[src/logic/rsod_map.svh]
`ifndef RSOD_MAP_SVH
`define RSOD_MAP_SVH
// Configuration mode strap codes.
`define RSOD_MODE_SW_BOARD 2'h0
`define RSOD_MODE_SW_ADDIN 2'h1
`define RSOD_MODE_HW_EXT 2'h2
`define RSOD_MODE_HW_BASIC 2'h3
// I/O base addresses, 10-bit ISA space.
`define RSOD_FLOPPY_PRI_BASE 10'h3F6
`define RSOD_FLOPPY_SEC_BASE 10'h370
`define RSOD_DISK_PRI_BASE 10'h1F0
`define RSOD_DISK_SEC_BASE 10'h170
`define RSOD_SER_3F8 10'h3F8
`define RSOD_SER_2F8 10'h2F8
`define RSOD_SER_3E8 10'h3E8
`define RSOD_SER_2E8 10'h2E8
`define RSOD_PAR_378 10'h378
`define RSOD_PAR_278 10'h278
`define RSOD_PAR_3BC 10'h3BC
`define RSOD_REG_22 10'h022
`define RSOD_REG_24 10'h024
`define RSOD_REG_26E 10'h26E
`define RSOD_REG_398 10'h398
// Interrupt line numbers.
`define RSOD_IRQ_NONE 4'h0
`define RSOD_IRQ_3 4'h3
`define RSOD_IRQ_4 4'h4
`define RSOD_IRQ_5 4'h5
`define RSOD_IRQ_7 4'h7
// Delay from reset release to the second extended sample.
`define RSOD_SECOND_SAMPLE_NS 500
`define RSOD_CLK_PERIOD_NS 100
`define RSOD_SECOND_SAMPLE_CYCLES \
  ((`RSOD_SECOND_SAMPLE_NS + `RSOD_CLK_PERIOD_NS - 1) / `RSOD_CLK_PERIOD_NS)
`endif

[src/logic/rsod_pkg.sv]
package rsod_pkg;
  typedef enum logic [1:0] {
    rsod_par_isa,
    rsod_par_ps2,
    rsod_par_epp,
    rsod_par_reserved
  } rsod_par_mode_type;
endpackage

[src/logic/rsod_serial_decode.sv]
`timescale 1ns/100ps
`include "rsod_map.svh"
module rsod_serial_decode (
  input wire logic [3:0] serial_cfg_bits,
  output logic en_a,
  output logic [9:0] base_a,
  output logic [3:0] irq_a,
  output logic en_b,
  output logic [9:0] base_b,
  output logic [3:0] irq_b
);
  logic [2:0] sel_a;
  logic [2:0] sel_b;

  // Each port picks one of four ranges or off; code 0 is off.
  always_comb begin
    case (serial_cfg_bits)
      4'h1: begin sel_a = 3'h1; sel_b = 3'h0; end
      4'h2: begin sel_a = 3'h2; sel_b = 3'h0; end
      4'h3: begin sel_a = 3'h3; sel_b = 3'h0; end
      4'h4: begin sel_a = 3'h0; sel_b = 3'h1; end
      4'h5: begin sel_a = 3'h0; sel_b = 3'h3; end
      4'h6: begin sel_a = 3'h2; sel_b = 3'h1; end
      4'h7: begin sel_a = 3'h3; sel_b = 3'h1; end
      4'h8: begin sel_a = 3'h0; sel_b = 3'h2; end
      4'h9: begin sel_a = 3'h1; sel_b = 3'h2; end
      4'hA: begin sel_a = 3'h4; sel_b = 3'h0; end
      4'hB: begin sel_a = 3'h3; sel_b = 3'h2; end
      4'hC: begin sel_a = 3'h0; sel_b = 3'h4; end
      4'hD: begin sel_a = 3'h1; sel_b = 3'h4; end
      4'hE: begin sel_a = 3'h2; sel_b = 3'h4; end
      4'hF: begin sel_a = 3'h3; sel_b = 3'h4; end
      default: begin sel_a = 3'h0; sel_b = 3'h0; end
    endcase
  end

  // Ranges at 3xx use line 4, ranges at 2xx use line 3; codes 7 and E share a line.
  function automatic logic [13:0] range_of(input logic [2:0] sel);
    case (sel)
      3'h1: range_of = {`RSOD_SER_3F8, `RSOD_IRQ_4};
      3'h2: range_of = {`RSOD_SER_2F8, `RSOD_IRQ_3};
      3'h3: range_of = {`RSOD_SER_3E8, `RSOD_IRQ_4};
      3'h4: range_of = {`RSOD_SER_2E8, `RSOD_IRQ_3};
      default: range_of = {10'h000, `RSOD_IRQ_NONE};
    endcase
  endfunction

  assign en_a = (sel_a != 3'h0);
  assign en_b = (sel_b != 3'h0);
  assign {base_a, irq_a} = range_of(sel_a);
  assign {base_b, irq_b} = range_of(sel_b);
endmodule

[src/logic/rsod_parallel_decode.sv]
`timescale 1ns/100ps
`include "rsod_map.svh"
module rsod_parallel_decode (
  input wire logic [1:0] parallel_cfg_bits,
  input wire logic [1:0] parallel_mode_strap,
  output logic en,
  output logic [9:0] base,
  output logic [3:0] irq,
  output rsod_pkg::rsod_par_mode_type mode
);
  // Address and interrupt from the two config bits.
  always_comb begin
    case (parallel_cfg_bits)
      2'h1: begin en = 1'b1; base = `RSOD_PAR_378; irq = `RSOD_IRQ_7; end
      2'h2: begin en = 1'b1; base = `RSOD_PAR_278; irq = `RSOD_IRQ_5; end
      2'h3: begin en = 1'b1; base = `RSOD_PAR_3BC; irq = `RSOD_IRQ_7; end
      default: begin en = 1'b0; base = 10'h000; irq = `RSOD_IRQ_NONE; end
    endcase
  end

  // Straps can reach all four modes, code 3 giving the reserved mode; none gives the FIFO mode.
  always_comb begin
    case (parallel_mode_strap)
      2'h0: mode = rsod_pkg::rsod_par_isa;
      2'h1: mode = rsod_pkg::rsod_par_ps2;
      2'h2: mode = rsod_pkg::rsod_par_epp;
      default: mode = rsod_pkg::rsod_par_reserved;
    endcase
  end
endmodule

[src/logic/rsod_strap_decoder.sv]
`timescale 1ns/100ps
`include "rsod_map.svh"
// Summary of operation
// Hardware modes: two disk select straps enable floppy and disk interface.
// Drive code 00 off, 01 floppy primary, 10 both secondary, 11 both primary.
// Software modes ignore the disk select straps.
// Extended mode samples the six serial straps twice, into two banks.
// Basic and second bank: serial config bits 0-3, parallel config bits 0-1.
// First bank: clock, parallel mode, drive quantity, address select, voltage.
// Software modes take only clock, voltage and address select straps.
// Software modes: serial and parallel off, floppy two drives, disk primary.
// Serial code gives each port one of four ranges or off.
// Ranges at 3xx use interrupt 4, at 2xx interrupt 3.
// Parallel code: off, 378 irq7, 278 irq5, 3BC irq7.
// Parallel mode code: ISA, PS/2, EPP, reserved.
// Mode straps act only in extended mode; FIFO mode never strapped.
// Board must use 278 or 378 when strapping EPP.
// Clock strap tied low; zero means 24 MHz.
// Voltage strap: 0 is 5.0V, 1 is 3.3V; not in basic mode.
// Drive quantity: 0 two drives, 1 four; extended mode only.
// Board decodes extra drive selects for four drives.
// Sample at reset falling edge; extended resamples serial pins shortly after.
// Mode straps: 00 board, 01 add-in, 10 extended, 11 basic.
// Address select picks index/target pair per mode.
// Decoded options are held until next hard reset; overrides only in software mode.
module rsod_strap_decoder (
  // Clock, reset and hard reset level.
  input wire logic clk_sys,
  input wire logic reset,
  input wire logic hard_reset_in,

  // Mode and drive straps.
  input wire logic [1:0] config_mode_strap,
  input wire logic disk_select_1_n,
  input wire logic disk_select_0_n,

  // Serial strap pins, raw levels.
  input wire logic serial_tx_port_a,
  input wire logic serial_tx_port_b,
  input wire logic request_send_a_n,
  input wire logic request_send_b_n,
  input wire logic terminal_ready_a_n,
  input wire logic terminal_ready_b_n,

  // Sampling status.
  output logic [1:0] config_mode,
  output logic config_done,

  // Drive units.
  output logic floppy_controller_en,
  output logic [9:0] floppy_controller_base,
  output logic floppy_four_drives,
  output logic disk_if_en,
  output logic [9:0] disk_if_base,

  // Serial ports.
  output logic serial_a_en,
  output logic [9:0] serial_a_base,
  output logic [3:0] serial_a_irq,
  output logic serial_b_en,
  output logic [9:0] serial_b_base,
  output logic [3:0] serial_b_irq,

  // Parallel port.
  output logic parallel_en,
  output logic [9:0] parallel_base,
  output logic [3:0] parallel_irq,
  output rsod_pkg::rsod_par_mode_type parallel_mode,

  // Chip-wide settings.
  output logic clock_is_24mhz,
  output logic voltage_3v3,
  output logic [9:0] config_reg_index_addr
);
  typedef enum logic [1:0] {
    rsod_idle,
    rsod_wait_second,
    rsod_done
  } rsod_state_type;

  localparam int unsigned SECOND_CYCLES = `RSOD_SECOND_SAMPLE_CYCLES;

  // Sequencer.
  rsod_state_type state;
  logic hard_reset_q;
  logic [3:0] wait_count;

  // Raw captures, held until the next hard reset.
  logic [1:0] mode;
  logic [1:0] drive_cfg;
  logic [5:0] bank_first;
  logic [5:0] bank_second;

  // Sample strobes.
  logic take_first;
  logic take_second;

  // Multi-bit strap fields.
  logic [3:0] serial_cfg_bits;
  logic [1:0] parallel_cfg_bits;
  logic [1:0] parallel_mode_strap;

  // Single-bit straps.
  logic clock_freq_strap;
  logic drive_quantity_strap;
  logic voltage_strap;
  logic register_addr_strap;

  // Latched mode, one-hot.
  logic hardware_basic_mode;
  logic hardware_extended_mode;
  logic software_board_mode;
  logic software_addin_mode;

  // Pins as one vector.
  logic [5:0] strap_pins;

  // Serial decoder results.
  logic ser_a_en_d;
  logic ser_b_en_d;
  logic [9:0] ser_a_base_d;
  logic [9:0] ser_b_base_d;
  logic [3:0] ser_a_irq_d;
  logic [3:0] ser_b_irq_d;

  // Parallel decoder results.
  logic par_en_d;
  logic [9:0] par_base_d;
  logic [3:0] par_irq_d;
  rsod_pkg::rsod_par_mode_type par_mode_d;

  // Next unit values.
  logic next_floppy_en;
  logic [9:0] next_floppy_base;
  logic next_disk_en;
  logic [9:0] next_disk_base;

  // Next register pair.
  logic [9:0] next_reg_addr;

  // Pin order within a bank: tx a, tx b, rts a, rts b, dtr a, dtr b.
  assign strap_pins = {terminal_ready_b_n, terminal_ready_a_n, request_send_b_n,
                       request_send_a_n, serial_tx_port_b, serial_tx_port_a};

  // A falling edge of the hard reset opens the first sample.
  assign take_first = hard_reset_q && !hard_reset_in;
  assign take_second = (state == rsod_wait_second) && (wait_count == 4'h0);

  // Last hard reset level; cleared, so no false edge follows reset.
  always_ff @(posedge clk_sys) begin
    if (reset) begin
      hard_reset_q <= 1'b0;
    end else begin
      hard_reset_q <= hard_reset_in;
    end
  end

  // Sequencer; a new hard reset pulse always restarts it, so options hold until then.
  always_ff @(posedge clk_sys) begin
    if (reset) begin
      state <= rsod_idle;
      wait_count <= 4'h0;
    end else if (hard_reset_in) begin
      state <= rsod_idle;
      wait_count <= 4'h0;
    end else begin
      case (state)
        rsod_idle: begin
          // Only extended mode waits for a second sample.
          if (take_first) begin
            if (config_mode_strap == `RSOD_MODE_HW_EXT) begin
              state <= rsod_wait_second;
              wait_count <= 4'(SECOND_CYCLES - 1);
            end else begin
              state <= rsod_done;
            end
          end
        end

        rsod_wait_second: begin
          if (wait_count == 4'h0) begin
            state <= rsod_done;
          end else begin
            wait_count <= wait_count - 4'h1;
          end
        end

        rsod_done: state <= rsod_done;
        default: state <= rsod_idle;
      endcase
    end
  end

  // Raw strap capture; the second bank is resampled only in extended mode.
  // The second bank starts as a copy, so single-sample modes read it too.
  always_ff @(posedge clk_sys) begin
    if (reset) begin
      mode <= `RSOD_MODE_HW_BASIC;
      drive_cfg <= 2'h0;
      bank_first <= 6'h00;
      bank_second <= 6'h00;
    end else if (take_first) begin
      mode <= config_mode_strap;
      drive_cfg <= {disk_select_1_n, disk_select_0_n};
      bank_first <= strap_pins;
      bank_second <= strap_pins;
    end else if (take_second) begin
      bank_second <= strap_pins;
    end
  end

  assign hardware_basic_mode = (mode == `RSOD_MODE_HW_BASIC);
  assign hardware_extended_mode = (mode == `RSOD_MODE_HW_EXT);
  assign software_board_mode = (mode == `RSOD_MODE_SW_BOARD);
  assign software_addin_mode = (mode == `RSOD_MODE_SW_ADDIN);

  // Field mapping per bank.
  assign serial_cfg_bits = bank_second[3:0];
  assign parallel_cfg_bits = bank_second[5:4];
  // In basic mode that pin is a serial code bit, so the clock stays at 24 MHz.
  assign clock_freq_strap = !hardware_basic_mode && bank_first[0];
  assign parallel_mode_strap = hardware_extended_mode ? bank_first[2:1] : 2'h0;
  assign drive_quantity_strap = hardware_extended_mode && bank_first[3];
  assign register_addr_strap = bank_first[4];
  assign voltage_strap = !hardware_basic_mode && bank_first[5];

  rsod_serial_decode u_serial (
    .serial_cfg_bits(serial_cfg_bits),
    .en_a(ser_a_en_d),
    .base_a(ser_a_base_d),
    .irq_a(ser_a_irq_d),
    .en_b(ser_b_en_d),
    .base_b(ser_b_base_d),
    .irq_b(ser_b_irq_d)
  );

  rsod_parallel_decode u_parallel (
    .parallel_cfg_bits(parallel_cfg_bits),
    .parallel_mode_strap(parallel_mode_strap),
    .en(par_en_d),
    .base(par_base_d),
    .irq(par_irq_d),
    .mode(par_mode_d)
  );

  // Drive code decode; software modes force both units on at primary.
  always_comb begin
    next_floppy_en = 1'b1;
    next_floppy_base = `RSOD_FLOPPY_PRI_BASE;
    next_disk_en = 1'b1;
    next_disk_base = `RSOD_DISK_PRI_BASE;

    // These defaults are the software-mode values.
    if (!software_board_mode && !software_addin_mode) begin
      case (drive_cfg)
        2'h0: begin
          next_floppy_en = 1'b0;
          next_disk_en = 1'b0;
        end
        2'h1: next_disk_en = 1'b0;
        2'h2: begin
          next_floppy_base = `RSOD_FLOPPY_SEC_BASE;
          next_disk_base = `RSOD_DISK_SEC_BASE;
        end
        default: next_disk_en = 1'b1;
      endcase
    end
  end

  // Register pair: board mode uses low pairs, basic mode is fixed at 398.
  always_comb begin
    if (software_board_mode) begin
      next_reg_addr = register_addr_strap ? `RSOD_REG_24 : `RSOD_REG_22;
    end else if (hardware_basic_mode) begin
      next_reg_addr = `RSOD_REG_398;
    end else begin
      next_reg_addr = register_addr_strap ? `RSOD_REG_398 : `RSOD_REG_26E;
    end
  end

  // Outputs update once on completion and hold until the next hard reset.
  always_ff @(posedge clk_sys) begin
    if (reset) begin
      // Basic-mode idle values until the first sample completes.
      config_mode <= `RSOD_MODE_HW_BASIC;
      config_done <= 1'b0;

      floppy_controller_en <= 1'b0;
      floppy_controller_base <= 10'h000;
      floppy_four_drives <= 1'b0;
      disk_if_en <= 1'b0;
      disk_if_base <= 10'h000;

      serial_a_en <= 1'b0;
      serial_a_base <= 10'h000;
      serial_a_irq <= `RSOD_IRQ_NONE;
      serial_b_en <= 1'b0;
      serial_b_base <= 10'h000;
      serial_b_irq <= `RSOD_IRQ_NONE;
      parallel_en <= 1'b0;
      parallel_base <= 10'h000;
      parallel_irq <= `RSOD_IRQ_NONE;
      parallel_mode <= rsod_pkg::rsod_par_isa;
      clock_is_24mhz <= 1'b1;
      voltage_3v3 <= 1'b0;
      config_reg_index_addr <= `RSOD_REG_398;
    end else if (hard_reset_in) begin
      config_done <= 1'b0;
    end else if (state != rsod_done && (take_second ||
                 (take_first && config_mode_strap != `RSOD_MODE_HW_EXT))) begin
      config_done <= 1'b1;
    end else if (config_done && state == rsod_done && !hard_reset_q) begin
      config_mode <= mode;

      // Drive units.
      floppy_controller_en <= next_floppy_en;
      floppy_controller_base <= next_floppy_base;
      floppy_four_drives <= drive_quantity_strap;
      disk_if_en <= next_disk_en;
      disk_if_base <= next_disk_base;

      // Serial ports; software modes keep them off.
      serial_a_en <= (software_board_mode || software_addin_mode) ? 1'b0 : ser_a_en_d;
      serial_a_base <= ser_a_base_d;
      serial_a_irq <= ser_a_irq_d;
      serial_b_en <= (software_board_mode || software_addin_mode) ? 1'b0 : ser_b_en_d;
      serial_b_base <= ser_b_base_d;
      serial_b_irq <= ser_b_irq_d;

      // Parallel port.
      parallel_en <= (software_board_mode || software_addin_mode) ? 1'b0 : par_en_d;
      parallel_base <= par_base_d;
      parallel_irq <= par_irq_d;
      parallel_mode <= par_mode_d;

      // Chip-wide settings.
      clock_is_24mhz <= !clock_freq_strap;
      voltage_3v3 <= voltage_strap;
      config_reg_index_addr <= next_reg_addr;
    end
  end
endmodule

[config.mk]
export PLATFORM = sky130hd
export DESIGN_NAME = rsod_strap_decoder
export DESIGN_NICKNAME = d
export VERILOG_FILES = /design/src/logic/rsod_pkg.sv /design/src/logic/rsod_serial_decode.sv /design/src/logic/rsod_parallel_decode.sv /design/src/logic/rsod_strap_decoder.sv
export VERILOG_INCLUDE_DIRS = /design/src /design/src/logic
export SDC_FILE = /design/constraint.sdc
export NUM_CORES = 1
export LEC_CHECK = 0
export BUFFER_PORTS_ARGS = -buffer_cell sky130_fd_sc_hd__buf_4
export CORE_MARGIN = 3
export CORE_UTILIZATION = 30
export CTS_BUF_LIST = sky130_fd_sc_hd__clkbuf_16
export CTS_CLUSTER_SIZE = 8
export DETAILED_ROUTE_END_ITERATION = 6
export GPL_TIMING_DRIVEN = 0
export SYNTH_ARGS = -nofsm -noshare
export SYNTH_HDL_FRONTEND = slang
export SYNTH_SLANG_ARGS = --single-unit
[constraint.sdc]
create_clock -name clk_sys -period 2.45 [get_ports clk_sys]
set_clock_uncertainty 0.2 [all_clocks]
set_input_delay 0.49 -clock clk_sys [delete_from_list [all_inputs] [get_ports clk_sys]]
set_output_delay 0.49 -clock clk_sys [all_outputs]
set_load 0.02 [all_outputs]
==> impl_metrics.csv <==
group,metric,value,unit
status,outcome,"completed",
finish,post-route-util,42.7,%
routing,final_antenna_net_count,0,
routing,drt_iter0_drc,141,
routing,routedWlPerCell,12.1,microns
finish,layout-drive-gt1-share,33.1,%
global_route,track_usage,12.9,%
clock_network,cts_sinks,62,
routing,firstDrtPassIters,4,
clock_network,clock_path_buffers,2,
timing,min_period,1.99,ns
worst_setup_path,cp-start-kind,"register",
synth,synth_seq_cells,62,
worst_setup_path,startpoint,"state[1]",
floorplanning,fp-row-count,36,
finish,fin_nets,505,
pwr,power_density,588,mW/mm^2
finish,area_delta_synth_final,36.0,%
timing,max-slew-margin-rel,60.9,%
clock_network,cts_tree,"built",
timing,fin_tns_setup,0,ns
pwr,vdd_drop_max,0.000302,V
worst_setup_path,cp-end-kind,"register",
finish,num-fill-cells,1015,
clock_network,root_buffer,"clkbuf_16",
synth,async_reset_ff_share,0,%
timing,rsz0062_at_grt,"no",
worst_hold_path,hold_class,"input pin to register",
synth,synth_edf_count,0,
global_route,antenna_found_initial,0,
job,drv_cap,0,
finish,n_antenna_cell,0,
place,routabilityCongestion,0.756,
floorplanning,io_pins,98,
worst_setup_path,cp_data_required_time,2.45,ns
clock_network,cts-resized-gates,0,
timing,hold-worst-slack,0.197,ns
synth,ys.flop_type,"dfxtp_1",
synth,synth_warnings,0,
global_route,grt_max_degree,13,
clock_network,ctsHtreeMaxLevel,3,
clock_network,cts-buffers-inserted,9,
pwr,p_leak,0.00184,uW
timing,setup_viol,0,
global_route,grt_pass1_vias,2513,
synth,syn_avg_cell_area,8.29,sq um
global_route,grt_pass1_wl,11.8,mm
worst_hold_path,hp-start,"config_mode_strap[0]",
worst_setup_path,setup.worst_path.class,"register to register",
floorplanning,core,0.00991,sq mm
timing,maxSlewViolCount,0,
worst_setup_path,arrival,1.99,ns
finish,final_common_cell,"buf_4",
synth,syn_area,0.00311,sq mm
floorplanning,die_w,108,microns
floorplanning,die_h,108,microns
timing,fmax,502,MHz
clock_network,cts_hold_buffers,0,
timing,fin_crit_sh,81.4,%
timing,tightest_slew,0.587,ns
timing,finalHoldViolations,0,
synth,synth_cell_types,49,
clock_network,clk_pin_slew_worst_paths,0.06,ns
worst_setup_path,worstPathMaxFanout,10,
place,dp_hpwl,5.72,mm
routing,vias,2734,
routing,vias_per_cell,4.41,
routing,drc,0,
routing,routed_wl,7.48,mm
floorplanning,die-area,0.0116,sq mm
synth,ys_seq_area_share,39.9,%
clock_network,post_cts_buffers,0,
synth,postSynthCellCount,375,
global_route,grt.overflow.total,0,
place,port-buffer-count,78,
worst_setup_path,rr_startpoint,"state[1]",
floorplanning,start_util,31.4,%
finish,layout_common_cells,"buf_4 (131), dfxtp_1 (62), nand2_1 (51)",
clock_network,insertion_delay,0.33,ns
==> critical path: stages (launching register included) <==
cell	delay, ns
dfxtp_1	0.37
inv_1	0.08
ha_1	0.31
nand4bb_1	0.29
nand2_1	0.10
buf_4	0.18
nor3_1	0.26
nor3_2	0.07
==> layer usage <==
metal  vias up  part of all wire (%)  GRT usage (%)
met5         -                     0              0
li1       1416                     -              -
met2        78                    47           21.0
met1      1226                    44           15.5
met3        14                   7.4           3.96
met4         0                   2.5           6.13
==> final timing paths <==
kind                        to  slack, ns  depth (start not counted)
min reg2reg   parallel_mode[1]       0.25                          2
max reg2reg  u_serial.sel_b[1]       0.46                          7
max          u_serial.sel_b[1]       0.46                          7
min                    mode[0]       0.20                          3
==> metrics by stage <==
stage | instance area [sq um] | worst slack [ns] | std cells | power (uW)
after global placement | 3930 | 0.491 | 604 | 1250
after floorplan | 3180 | 0.748 | 393 | 1190
after detailed placement | 3930 | 0.437 | 604 | 1250
after global routing | 4230 | 0.289 | 620 | 2570
final | 4230 | 0.456 | 620 | 2480
after CTS | 4230 | 0.464 | 620 | 2510
==> state kept, by name, summed over array words and instances, names as in the netlist, 2 cells and up <==
name / flops
floppy_controller_base: 2
mode: 2
state: 2
parallel_mode: 2
parallel_base: 2
serial_b_base: 3
u_serial.sel_a: 3
drive_cfg: 2
wait_count: 4
bank_first: 6
config_reg_index_addr: 6
config_mode: 2
serial_a_base: 3
parallel_irq: 2
bank_second: 6
u_serial.sel_b: 3
==> area by class of cell <==
| class | count | area (sq um) | share of cell area (%) |
|---|---|---|---|
| timing repair buffer | 78 | 586 | 13.9 |
| multi-input combinational | 250 | 1420 | 33.7 |
| sequential | 62 | 1240 | 29.4 |
| clock inverter | 7 | 73.8 | 1.75 |
| tap | 133 | 166 | 3.94 |
| inverter | 11 | 41.3 | 0.977 |
| clock buffer | 9 | 225 | 5.33 |
| buffer | 70 | 470 | 11.1 |
==> logic make-up (layout without fill, tap and decap cells) <==
family,after synthesis,in the layout,synth area share (%)
other,1,19,0.121
adder cells (fa/ha/maj),10,10,4.03
buffers and inverters,81,175,16.5
flip-flops,62,62,39.9
XOR/XNOR,6,6,1.69
AND/OR/NAND/NOR,140,140,22.5
AO/OA/AOI/OAI,75,75,15.2
==> synthesized netlist by cell type (6+ instances only) <==
master	number	area, sq um
nor3_1	13	65.1
buf_4	53	398
clkbuf_1	10	37.5
nand2_1	51	191
nand3_1	8	40.0
a21oi_1	41	205
nand3b_1	6	45.0
inv_1	10	37.5
buf_2	7	35.0
nor2_1	32	120
dfxtp_1	62	1240
ha_1	10	125
==> where the power goes <==
group | total (uW) | switching [uW] | internal, uW
Sequential | 1040 | 15.3 | 1020
Combinational | 187 | 112 | 75.8
Clock | 1260 | 471 | 787
Power figures use the tool's default switching activity.
